--- config.mk ---
export PLATFORM = sky130hd
export DESIGN_NAME = pde_top
export DESIGN_NICKNAME = d
export VERILOG_FILES = /design/src/hw/pde_pkg.sv /design/src/hw/pde_top.sv
export SDC_FILE = /design/constraint.sdc
export NUM_CORES = 1
export LEC_CHECK = 0
export BUFFER_PORTS_ARGS = -buffer_cell sky130_fd_sc_hd__buf_4
export CAP_MARGIN = 10
export CORE_ASPECT_RATIO = 2
export CORE_MARGIN = 5
export CORE_UTILIZATION = 40
export DETAILED_ROUTE_END_ITERATION = 8
export PLACE_DENSITY = 0.71
export SLEW_MARGIN = 25
export SYNTH_ARGS = -nofsm -noshare
export SYNTH_HDL_FRONTEND = slang
export SYNTH_SLANG_ARGS = --single-unit
--- constraint.sdc ---
create_clock -name core_clk -period 1.75 [get_ports core_clk]
set_clock_uncertainty 0.15 [all_clocks]
set_input_delay 0.175 -clock core_clk [delete_from_list [all_inputs] [get_ports core_clk]]
set_output_delay 0.175 -clock core_clk [all_outputs]
set_load 0.02 [all_outputs]
--- src/hw/pde_pkg.sv ---
// Purpose: constants for the port direction enable block
// Assumes: byte-wide registers, one per aligned APB word
// Notes: offsets are register indices; byte address is four times the index
package pde_pkg;
  localparam int IDX_W = 14;
  localparam int REG_W = 8;
  localparam int ADDR_MIN_W = 16; // index 0x30BA needs paddr[15:2]
  // register indices
  localparam logic [IDX_W-1:0] IDX_A_DATA = 14'h0000;
  localparam logic [IDX_W-1:0] IDX_B_DATA = 14'h0001;
  localparam logic [IDX_W-1:0] IDX_C_DATA = 14'h0002;
  localparam logic [IDX_W-1:0] IDX_A_OE = 14'h30B0;
  localparam logic [IDX_W-1:0] IDX_B_OE = 14'h30B1;
  localparam logic [IDX_W-1:0] IDX_C_OE = 14'h30B2;
  localparam logic [IDX_W-1:0] IDX_A_IE = 14'h30B8;
  localparam logic [IDX_W-1:0] IDX_B_IE = 14'h30B9;
  localparam logic [IDX_W-1:0] IDX_C_IE = 14'h30BA;
  // writable bit masks; reserved positions are zero
  localparam logic [REG_W-1:0] MASK_A_DATA = 8'h3F;
  localparam logic [REG_W-1:0] MASK_A_OE = 8'h3F;
  localparam logic [REG_W-1:0] MASK_A_IE = 8'h2F;
  localparam logic [REG_W-1:0] MASK_B = 8'hFF;
  localparam logic [REG_W-1:0] MASK_C = 8'h0F;
  localparam logic [REG_W-1:0] RESET_VAL = 8'h00;
  localparam logic [31:0] RDATA_ZERO = 32'h00000000;
endpackage : pde_pkg

--- src/hw/pde_top.sv ---
// Purpose: per-pin output and input enables for ports A, B and C
// Assumes: APB slave, zero wait states, core_clk at 125 MHz
// Notes: pin inputs pass a two-stage synchroniser before use
//
// Implementation choice: the APB interface to the registers.
`timescale 1ns/1ps
`default_nettype none

// How it works
// - each port B pin has a rw output enable bit, 1 drives
// - port C pins 3..0 have rw output enables; bits 7..4 reserved
// - port A input enables on pins 5,3,2,1,0; bits 7..6, 4 reserved
// - each port B pin 7..0 has a rw input enable bit
// - reserved bits ignore writes and always read zero
// - input path is gated off when its enable is 0, whatever output
// - data read: pin level for inputs, latch for outputs
// - reset clears data latches and leaves every pin high impedance
module pde_top #(
  parameter int ADDR_W = 16
) (
  input wire logic core_clk,
  input wire logic reset,
  input wire logic psel,
  input wire logic penable,
  input wire logic pwrite,
  input wire logic [ADDR_W-1:0] paddr,
  input wire logic [31:0] pwdata,
  input wire logic [3:0] pstrb,
  output logic [31:0] prdata,
  output logic pready,
  output logic pslverr,
  input wire logic [5:0] port_a_pin_in,
  output logic [5:0] port_a_pin_out,
  output logic [5:0] port_a_pin_oe,
  input wire logic [7:0] port_b_pin_in,
  output logic [7:0] port_b_pin_out,
  output logic [7:0] port_b_pin_oe,
  input wire logic [3:0] port_c_pin_in,
  output logic [3:0] port_c_pin_out,
  output logic [3:0] port_c_pin_oe,
  output logic [5:0] port_a_input,
  output logic [7:0] port_b_input,
  output logic [3:0] port_c_input
);
  // refuse an address bus too narrow to reach the enable registers
  if (ADDR_W < pde_pkg::ADDR_MIN_W) begin : g_bad_addr
    $error("pde_top: ADDR_W too small for the register map");
  end

  logic [7:0] a_data_reg, a_data_next, b_data_reg, b_data_next;
  logic [7:0] c_data_reg, c_data_next;
  logic [7:0] port_a_output_enable_reg, port_a_output_enable_next;
  logic [7:0] port_b_output_enable_reg, port_b_output_enable_next;
  logic [7:0] port_c_output_enable_reg, port_c_output_enable_next;
  logic [7:0] port_a_input_enable_reg, port_a_input_enable_next;
  logic [7:0] port_b_input_enable_reg, port_b_input_enable_next;
  logic [7:0] port_c_input_enable_reg, port_c_input_enable_next;
  logic [17:0] sync1_reg, sync1_next, sync2_reg, sync2_next;
  logic [17:0] gated_reg, gated_next;
  logic [31:0] prdata_reg, prdata_next;
  logic slverr_reg, slverr_next;
  logic [pde_pkg::IDX_W-1:0] idx;
  logic upper_zero, wr_en;
  logic [7:0] wbyte, rd_val;
  logic [7:0] a_sync, b_sync, c_sync;
  logic hit;

  // word index; any address bit above the map makes the access unmapped
  assign idx = paddr[pde_pkg::IDX_W+1:2];
  assign upper_zero = (paddr >> (pde_pkg::IDX_W + 2)) == '0;
  assign wbyte = pwdata[7:0];
  // write lands only in the access phase, lane 0 strobed, mapped address
  assign wr_en = psel && penable && pwrite && pstrb[0] && !slverr_reg;
  assign a_sync = {2'h0, sync2_reg[5:0]};
  assign b_sync = sync2_reg[13:6];
  assign c_sync = {4'h0, sync2_reg[17:14]};

  // read mux: output pins show the latch, input pins the gated level
  // pins with both enables 0 read zero; a fixed value keeps software tests repeatable
  // a pin with both enables set reads the latch, not the pad level
  function automatic logic [7:0] pin_view(input logic [7:0] oe,
      input logic [7:0] ie, input logic [7:0] dat, input logic [7:0] lvl);
    pin_view = (oe & dat) | (~oe & ie & lvl);
  endfunction : pin_view

  // setup-phase decode captures read data and error ahead of the access
  // capturing at setup keeps prdata a flop output with zero wait states;
  // the price is that a pin change in the access cycle is not seen
  always_comb begin
    hit = upper_zero;
    rd_val = 8'h00;
    case (idx)
      pde_pkg::IDX_A_DATA: rd_val = pin_view(port_a_output_enable_reg,
          port_a_input_enable_reg, a_data_reg, a_sync);
      pde_pkg::IDX_B_DATA: rd_val = pin_view(port_b_output_enable_reg,
          port_b_input_enable_reg, b_data_reg, b_sync);
      pde_pkg::IDX_C_DATA: rd_val = pin_view(port_c_output_enable_reg,
          port_c_input_enable_reg, c_data_reg, c_sync);
      pde_pkg::IDX_A_OE: rd_val = port_a_output_enable_reg;
      pde_pkg::IDX_B_OE: rd_val = port_b_output_enable_reg;
      pde_pkg::IDX_C_OE: rd_val = port_c_output_enable_reg;
      pde_pkg::IDX_A_IE: rd_val = port_a_input_enable_reg;
      pde_pkg::IDX_B_IE: rd_val = port_b_input_enable_reg;
      pde_pkg::IDX_C_IE: rd_val = port_c_input_enable_reg;
      default: hit = 1'b0;
    endcase
    prdata_next = prdata_reg;
    slverr_next = slverr_reg;
    if (psel && !penable) begin
      prdata_next = hit ? {24'h000000, rd_val} : pde_pkg::RDATA_ZERO;
      slverr_next = !hit;
    end
  end

  // register writes; masks keep reserved bits at zero
  // data latches take writes whatever the direction, so software can
  // preload a level before it turns the driver on
  always_comb begin
    a_data_next = a_data_reg;
    b_data_next = b_data_reg;
    c_data_next = c_data_reg;
    port_a_output_enable_next = port_a_output_enable_reg;
    port_b_output_enable_next = port_b_output_enable_reg;
    port_c_output_enable_next = port_c_output_enable_reg;
    port_a_input_enable_next = port_a_input_enable_reg;
    port_b_input_enable_next = port_b_input_enable_reg;
    port_c_input_enable_next = port_c_input_enable_reg;
    if (wr_en) begin
      case (idx)
        pde_pkg::IDX_A_DATA: a_data_next = wbyte & pde_pkg::MASK_A_DATA;
        pde_pkg::IDX_B_DATA: b_data_next = wbyte & pde_pkg::MASK_B;
        pde_pkg::IDX_C_DATA: c_data_next = wbyte & pde_pkg::MASK_C;
        pde_pkg::IDX_A_OE:
          port_a_output_enable_next = wbyte & pde_pkg::MASK_A_OE;
        pde_pkg::IDX_B_OE:
          port_b_output_enable_next = wbyte & pde_pkg::MASK_B;
        pde_pkg::IDX_C_OE:
          port_c_output_enable_next = wbyte & pde_pkg::MASK_C;
        pde_pkg::IDX_A_IE:
          port_a_input_enable_next = wbyte & pde_pkg::MASK_A_IE;
        pde_pkg::IDX_B_IE:
          port_b_input_enable_next = wbyte & pde_pkg::MASK_B;
        pde_pkg::IDX_C_IE:
          port_c_input_enable_next = wbyte & pde_pkg::MASK_C;
        default: ;
      endcase
    end
  end

  // pin synchroniser and gated inputs; ie alone decides the path
  // only sync2 is read by logic; sync1 may still be metastable
  always_comb begin
    sync1_next = {port_c_pin_in, port_b_pin_in, port_a_pin_in};
    sync2_next = sync1_reg;
    gated_next = sync2_reg & {port_c_input_enable_reg[3:0],
        port_b_input_enable_reg, port_a_input_enable_reg[5:0]};
  end

  // bus response flops; cleared so no stale error follows a reset
  always_ff @(posedge core_clk) begin
    if (reset) begin
      prdata_reg <= pde_pkg::RDATA_ZERO;
      slverr_reg <= 1'b0;
    end else begin
      prdata_reg <= prdata_next;
      slverr_reg <= slverr_next;
    end
  end

  // every latch and enable zero on reset: all pins high impedance
  // zero latches are not driven out because the oe bits clear with them
  always_ff @(posedge core_clk) begin
    if (reset) begin
      a_data_reg <= pde_pkg::RESET_VAL;
      b_data_reg <= pde_pkg::RESET_VAL;
      c_data_reg <= pde_pkg::RESET_VAL;
      port_a_output_enable_reg <= pde_pkg::RESET_VAL;
      port_b_output_enable_reg <= pde_pkg::RESET_VAL;
      port_c_output_enable_reg <= pde_pkg::RESET_VAL;
      port_a_input_enable_reg <= pde_pkg::RESET_VAL;
      port_b_input_enable_reg <= pde_pkg::RESET_VAL;
      port_c_input_enable_reg <= pde_pkg::RESET_VAL;
    end else begin
      a_data_reg <= a_data_next;
      b_data_reg <= b_data_next;
      c_data_reg <= c_data_next;
      port_a_output_enable_reg <= port_a_output_enable_next;
      port_b_output_enable_reg <= port_b_output_enable_next;
      port_c_output_enable_reg <= port_c_output_enable_next;
      port_a_input_enable_reg <= port_a_input_enable_next;
      port_b_input_enable_reg <= port_b_input_enable_next;
      port_c_input_enable_reg <= port_c_input_enable_next;
    end
  end

  // synchroniser flops; cleared so inputs read zero until pins settle
  // costs two extra edges of input latency after a reset
  always_ff @(posedge core_clk) begin
    if (reset) begin
      sync1_reg <= '0;
      sync2_reg <= '0;
      gated_reg <= '0;
    end else begin
      sync1_reg <= sync1_next;
      sync2_reg <= sync2_next;
      gated_reg <= gated_next;
    end
  end

  // drivers follow the oe bits; latch value sits on out either way
  assign port_a_pin_out = a_data_reg[5:0];
  assign port_b_pin_out = b_data_reg;
  assign port_c_pin_out = c_data_reg[3:0];
  assign port_a_pin_oe = port_a_output_enable_reg[5:0];
  assign port_b_pin_oe = port_b_output_enable_reg;
  assign port_c_pin_oe = port_c_output_enable_reg[3:0];
  assign port_a_input = gated_reg[5:0];
  assign port_b_input = gated_reg[13:6];
  assign port_c_input = gated_reg[17:14];
  // bus handshake: error shows only while the access phase stands
  assign prdata = prdata_reg;
  assign pslverr = slverr_reg && psel && penable;
  assign pready = 1'b1; // zero wait states
endmodule : pde_top

`default_nettype wire

# Word level (Yosys, flattened, before mapping)
# Cells that the tools add are included.
# word_totals
ff_bits	140
elab_cells	62
# op_classes
mux	3
eq_ne	8
bitwise_logic	16
n_reduce_logical	21
# op_table
operator	n
$eq 14x14->1 const B	6
$pmux 8 s9	1
$and 8x8->8	3
$and 18x18->18	1
$reduce_and 2->1	9
$and 8x4->8	2
$and 8x6->8	2
$eq 14x1->1 const B	1
$eq 14x2->1 const B	1
$logic_not 14->1	1
$reduce_or 9->1	1
$mux 8	1
$not 4->8	1
$not 6->8	1
$not 8->8	1
$or 4x8->8	1
$or 6x8->8	1
$or 8x8->8	1
$logic_and 1x1->1	7
$and 6x6->6	1
$and 4x4->4	1
$logic_not 1->1	3
$mux 1	1

# Longest topological paths before layout
# Gate-level depths: netlist (run 1).
# depth
depth_word	6
ltp_mapped	7
depth_no_buf	5

# Worst setup path before layout (run 1)
# No wires, ideal clock.
# synth_timing
path_type	input -> register
from	in paddr[8]
to	reg c_data_reg[0]
cell_stages	5
arrival_time_ps	1649
setup_time_ps	128
n_path_buf	0
slack_ps	-177
path_cell_list	or4_4 > nor4b_4 > nand3_2 > mux2i_1 > nor2_1
# synth_between
elab_chain_len	2
# synth_lines
item	line_no	rtl
from (decl)	pde_top.sv:26	input wire logic [ADDR_W-1:0] paddr,
$eq 14x2->1	pde_top.sv:129	case (idx)
$reduce_and 2->1 (no line)	n/a	
to (signal assigned)	pde_top.sv:176	c_data_reg <= pde_pkg::RESET_VAL;
to (signal assigned)	pde_top.sv:186	c_data_reg <= c_data_next;
to (decl)	pde_top.sv:51	logic [7:0] c_data_reg, c_data_next;
# No other way between the ends.
# A chain may end at the register's enable or synchronous reset.

# Worst setup path after layout (run 1)
# layout_timing
from	in paddr[11]
to	reg c_data_reg[1]
# The elaborated chain is that of the path after synthesis.

==> qor.txt, run 1 <==
Critical-path maximum fanout -> 6
Worst slew pin tran -> 0.5518 ns
Result of the run -> completed
CTS Buf Count -> 17
RSZ-0062 raised after global routing -> false
DRT Pass-1 Iters -> 4
Mapped Cells -> 476
Post-Route WL -> 13.07 mm
Clock Sink Count -> 113
Startpoint types -> primary input
CP bufs+invs -> 2
Register area share after synthesis -> 48.55%
Crit end category -> flip-flop
Cell variety after synth -> 48
Crit path cell chain -> buf_4 > or4_4 > nor4b_4 > buf_4 > nand3_2 > mux2i_1 > nor2_1
Count of input and output buffers -> 106
Total GRT Usage -> 18.82%
First-pass GRT wire length -> 20.39 mm
Largest net degree at the start of global routing -> 83
Max VDD drop -> 0.8253 mV
Vias in the first global route -> 4057
Tot Pwr -> 0.006814 W
WP data arrival -> 1.80 ns
# IOs -> 163
Fill cell count -> 974
WL per Instance -> 16.52 µm
RD Place Congestion -> 0.8849
Die footprint -> 14040 µm²
Clock Tree Root -> clkbuf_16
Synth top area share -> 48.55%
Top cell by count, worst path -> buf_4
Cell area after layout -> 6656 µm²
Remaining antenna violation count -> 0
Dpl hpwl -> 9.557 mm
Pwr/cell area -> 1024 nW/µm²
Clock power frac -> 55.6%
Final period util -> 95.71%
Yosys reg bits -> 113
Kind of critical path -> in -> reg
Num rows -> 55
Reg clk slew, reported paths -> 0.05 ns
Sequential fraction of design power -> 38.5%
Clk Latency, worst-skew pair -> 0.41 ns
CORE AREA -> 11350 µm²
Switching share of total power -> 20.35%
H-tree levels -> 4
Combinational power share -> 5.9%
Placed Area -> 5717 µm²
Final nets -> 711
Diode count -> 0
Chip height -> 162.6 µm
Area contributors post-synth -> dfxtp_1 49%, mux2i_1 12%, nor2_1 6.4%, nor2b_1 5.1%, buf_4 4.4%
Async S/R FF share, synth -> 0%
Synth area leader -> dfxtp_1
Critical Path RT -> 1.88 ns
Share of cells above drive strength 1 -> 30.20%
Initial core utilization -> 41.04%
Hold WC Path Type -> in -> reg
Longest Clk Path Bufs -> 2
Antenna violations before repair -> 0
Die W -> 86.32 µm
Tmin final -> 1.675 ns
Yosys warns -> 0
Pins Over Slew Limit -> 0
Most common flop cell mapped by yosys -> dfxtp_1
Most frequent cell after synthesis -> dfxtp_1
Leakage power -> 3.161 nW
Max-slew headroom -> 63.13%
Max incr delay on CP -> 0.55 ns
Int Power -> 0.005427 W
Drt drc -> 0
Leading cell types by count after synthesis -> 113 x dfxtp_1, 79 x nor2_1, 57 x mux2i_1
Vias per cell -> 5.004
Final hold violations -> 0
Clock tree from TritonCTS -> yes
Area growth syn-to-layout -> 42.86%
Post-synth EDFFs -> 0
Mapped Avg Cell Area -> 9.789 µm²
Total of max-cap violations -> 0
Grt ovf -> 0
DR vias -> 3958
Fmax -> 597.0 MHz
Initial drt markers -> 226
Final number of setup-violating endpoints -> 0
Crit path max-delay family -> simple AND/OR/NAND/NOR gates
Mapped cell area -> 4659 µm²
Sw power -> 0.001386 W
Slowest library cell on the worst path -> or4_4
==> cell usage in the layout, fill, tap and decap left out, types with 3 or more instances in the layout <==
master         count
a21oi_1            4
a22o_1             9
a22oi_1            4
a32oi_1            3
and3_1             4
buf_4            137
bufinv_16          5
clkbuf_16         17
clkbuf_8           3
clkinv_2           3
conb_1            26
dfxtp_1          112
dlygate4sd3_1     25
inv_1              5
mux2_2             3
mux2i_1           56
nand2_1           37
nand3_2            3
nand3_4            5
nand3b_1           4
nor2_1            79
nor2b_1           38
o211ai_1           3
o21a_1             3
o21ai_0           12
o22ai_1            6
==> what timing repair did <==
action / CTS / global route
setup endpoints to repair: 1 / 27
pin swaps: 1 / 3
resized for setup: 1 / 5
gates cloned: 0 / 0
endpoints found under the hold margin: 70 / 0
hold buffers: 25 / 0
buffers inserted: 1 / 0
==> final timing paths <==
kind	start	endpoint	slack, ns	depth (start not counted)
max	paddr[11]	c_data_reg[1]	0.08	7
min	psel	prdata[6]	0.02	4
max reg2reg	port_a_output_enable_reg[1]	prdata[1]	0.11	4
min reg2reg	sync1_reg[1]	sync2_reg[1]	0.28	1
==> tightest hold or removal path, delay by kind of cell <==
family                 cells  cell delay, ns
AND/OR/NAND/NOR            2            0.16
buffers and inverters      1            0.12
AO/OA/AOI/OAI              1            0.09
==> per-stage QoR <==
stage / TNS (ns) / instances / setup slack, ns / utilization (%) / hold slack (ns)
after global routing: 0 / 791 / 0.0006490 / 58.62 / 0.05105
after global placement: -18.63 / 733 / -0.3668 / 50.35 / 0.2377
after floorplan: -8.187 / 500 / -0.1765 / - / 0.1532
after CTS: 0 / 791 / 0.01614 / 58.41 / 0.01468
final: 0 / 791 / 0.07504 / 58.62 / 0.02142
after detailed placement: -19.96 / 733 / -0.4049 / 50.35 / 0.2391
==> layout make-up <==
cell class	instances	area [µm²]	area share, %
multi-input combinational	333	2201	33.06
tap	142	177.7	2.669
inverter	5	18.77	0.2820
clock buffer	22	474.2	7.124
sequential	113	2263	34.00
clock inverter	10	180.2	2.707
timing repair buffer	166	1341	20.15
==> cells by family (layout without fill, tap and decap cells) <==
kind of cell	Yosys count	count (layout)	share of synthesized area, %
muxes	61	61	13.45
other	2	26	0.1612
and+or+nand+nor	190	190	22.48
buffers and inverters	54	203	6.552
DFF	113	113	48.55
AOI/OAI and AO/OA	56	56	8.808
==> power groups by stage <==
stage                     logic (W)  clock network [W]  registers [W]
final                      0.000404            0.00379        0.00262
after global routing       0.000432            0.00394        0.00263
after CTS                  0.000398            0.00383        0.00262
after detailed placement   0.000352                  0        0.00268
after global placement     0.000346                  0        0.00268
after floorplan            0.000228                  0        0.00267
==> per-layer routing <==
metal | global-route usage, % | up-vias | share of wire [%]
li1 | - | 1904 | -
met1 | 18.89 | 1875 | 36
met2 | 33.73 | 142 | 53
met3 | 4.759 | 37 | 6.4
met4 | 11.77 | 0 | 4.2
met5 | 0 | - | 0
(Power assumes the default switching activity.)
==> inputs of run 2 (changes only) <==
--- a/config.mk
+++ b/config.mk
@@ -7,7 +7,7 @@
 export LEC_CHECK = 0
 export BUFFER_PORTS_ARGS = -buffer_cell sky130_fd_sc_hd__buf_4
 export CAP_MARGIN = 10
-export CORE_ASPECT_RATIO = 2
+export CORE_ASPECT_RATIO = 1.1
 export CORE_MARGIN = 5
 export CORE_UTILIZATION = 40
 export DETAILED_ROUTE_END_ITERATION = 8
==> qor.txt, run 2 (synthesis results as in run 1) <==
Result of the run -> completed
Fmax -> 581.7 MHz
Final period util -> 98.24%
Grt ovf -> 0
H-tree levels -> 4
Total GRT Usage -> 18.83%
Largest net degree at the start of global routing -> 70
Final number of setup-violating endpoints -> 0
Critical Path RT -> 1.88 ns
Reg clk slew, reported paths -> 0.05 ns
WP data arrival -> 1.85 ns
Post-CTS setup buffer count -> 0
Max VDD drop -> 0.6400 mV
Remaining antenna violation count -> 0
Vias in the first global route -> 3910
Die W -> 112.9 µm
Fill cell count -> 956
Critical-path maximum fanout -> 5
Kind of critical path -> in -> reg
Die footprint -> 13910 µm²
Antenna violations before repair -> 0
Chip height -> 123.2 µm
Leakage power -> 3.187 nW
DRT Pass-1 Iters -> 5
Hold WC Path Type -> in -> reg
Tmin final -> 1.719 ns
Area growth syn-to-layout -> 44.39%
Total of max-cap violations -> 0
Drt drc -> 0
Clock tree from TritonCTS -> yes
Share of cells above drive strength 1 -> 31.03%
Num rows -> 41
Initial drt markers -> 276
Tot Pwr -> 0.007021 W
CORE AREA -> 11440 µm²
Dpl hpwl -> 9.157 mm
# IOs -> 163
CP bufs+invs -> 2
Count of input and output buffers -> 106
Crit path cell chain -> buf_4 > or4_4 > nor4b_4 > buf_6 > nand3_2 > mux2i_1 > nor2_1
Clk Latency, worst-skew pair -> 0.41 ns
Post-Route WL -> 12.88 mm
Worst slew pin tran -> 0.4997 ns
RD Place Congestion -> 0.8618
Hold_ws -> 0.02175 ns
Startpoint types -> primary input
Final hold violations -> 0
Clock Sink Count -> 113
CTS Buf Count -> 17
RSZ-0062 raised after global routing -> true
Slowest library cell on the worst path -> or4_4
Max-slew headroom -> 66.62%
Crit end category -> flip-flop
Crit path max-delay family -> simple AND/OR/NAND/NOR gates
First-pass GRT wire length -> 20.22 mm
WL per Instance -> 16.08 µm
Longest Clk Path Bufs -> 2
Initial core utilization -> 40.73%
Max incr delay on CP -> 0.58 ns
Final nets -> 713
Clock Tree Root -> clkbuf_16
Vias per cell -> 4.909
Pins Over Slew Limit -> 0
Pwr/cell area -> 1044 nW/µm²
Diode count -> 0
Setup tns final -> 0 ns
Most common cell after layout, fill and taps aside -> buf_4
DR vias -> 3932
Most frequent cells in the layout -> 140 x buf_4, 111 x dfxtp_1, 79 x nor2_1
[run 2: cell types whose count changed in the layout (fill, tap and decap cells not counted), moves of 2 or more]
cell | before | now
buf_4 | 137 | 140
clkbuf_1 | 2 | 0
clkinv_2 | 3 | 0
clkinv_4 | 0 | 3
o21ai_0 | 12 | 10
o21ai_1 | 0 | 2
[run 2: layer usage]
layer  vias up  track usage [%]  share of wire [%]
met3        26            6.265                7.6
met5         -                0                  0
met4         0            8.715                2.6
met1      1817            21.77                 40
met2       167            31.63                 50
li1       1922                -                  -
[run 2: worst paths after layout]
check,from,cells past startpoint,slack [ns],endpoint
setup / recovery,paddr[8],7,0.03,port_a_input_enable_reg[5]
hold / removal,psel,4,0.02,prdata[6]
setup reg to reg,port_c_output_enable_reg[1],5,0.05,prdata[1]
hold reg to reg,sync1_reg[6],1,0.28,sync2_reg[6]
[run 2: timing repair]
action                                  4_1_cts  5_1_grt
endpoints found under the setup margin        1       22
hold buffers                                 25        0
gates resized for setup                       3       10
endpoints found under the hold margin        69        0
gates cloned                                  1        0
pin swaps                                     0        6
[run 2: cell type report]
type	instances	area (µm²)	share of cell area [%]
clock inverters	12	229.0	3.403
clock buffers	20	466.7	6.937
multi-input cells	333	2208	32.83
well taps	150	187.7	2.790
repair buffers	168	1353	20.10
flip-flops and latches	113	2265	33.66
inverters	5	18.77	0.2790
[run 2: worst min-delay path: cells and delay by family]
| family | cells | cell delay, ns |
|---|---|---|
| simple gates | 2 | 0.16 |
| compound gates | 1 | 0.09 |
| buf+inv | 1 | 0.12 |
[run 2: per-stage QoR]
step | util, % | setup slack [ns] | cell area, µm² | cells
after floorplan | - | -0.1765 | 4750 | 500
after global placement | 50.19 | -0.3653 | 5742 | 743
after detailed placement | 50.19 | -0.4482 | 5742 | 743
after CTS | 58.61 | 0.007241 | 6705 | 801
after global routing | 58.81 | -0.005579 | 6728 | 801
final | 58.81 | 0.03083 | 6728 | 801
[run 2: report_power, final]
part / leakage [nW] / switching (W) / internal (W) / total (W)
clock: 0.329 / 0.00121 / 0.00279 / 0.00400
sequential: 0.919 / 0.00000921 / 0.00261 / 0.00262
combinational: 1.94 / 0.000219 / 0.000183 / 0.000402
total: 3.19 / 0.00144 / 0.00558 / 0.00702
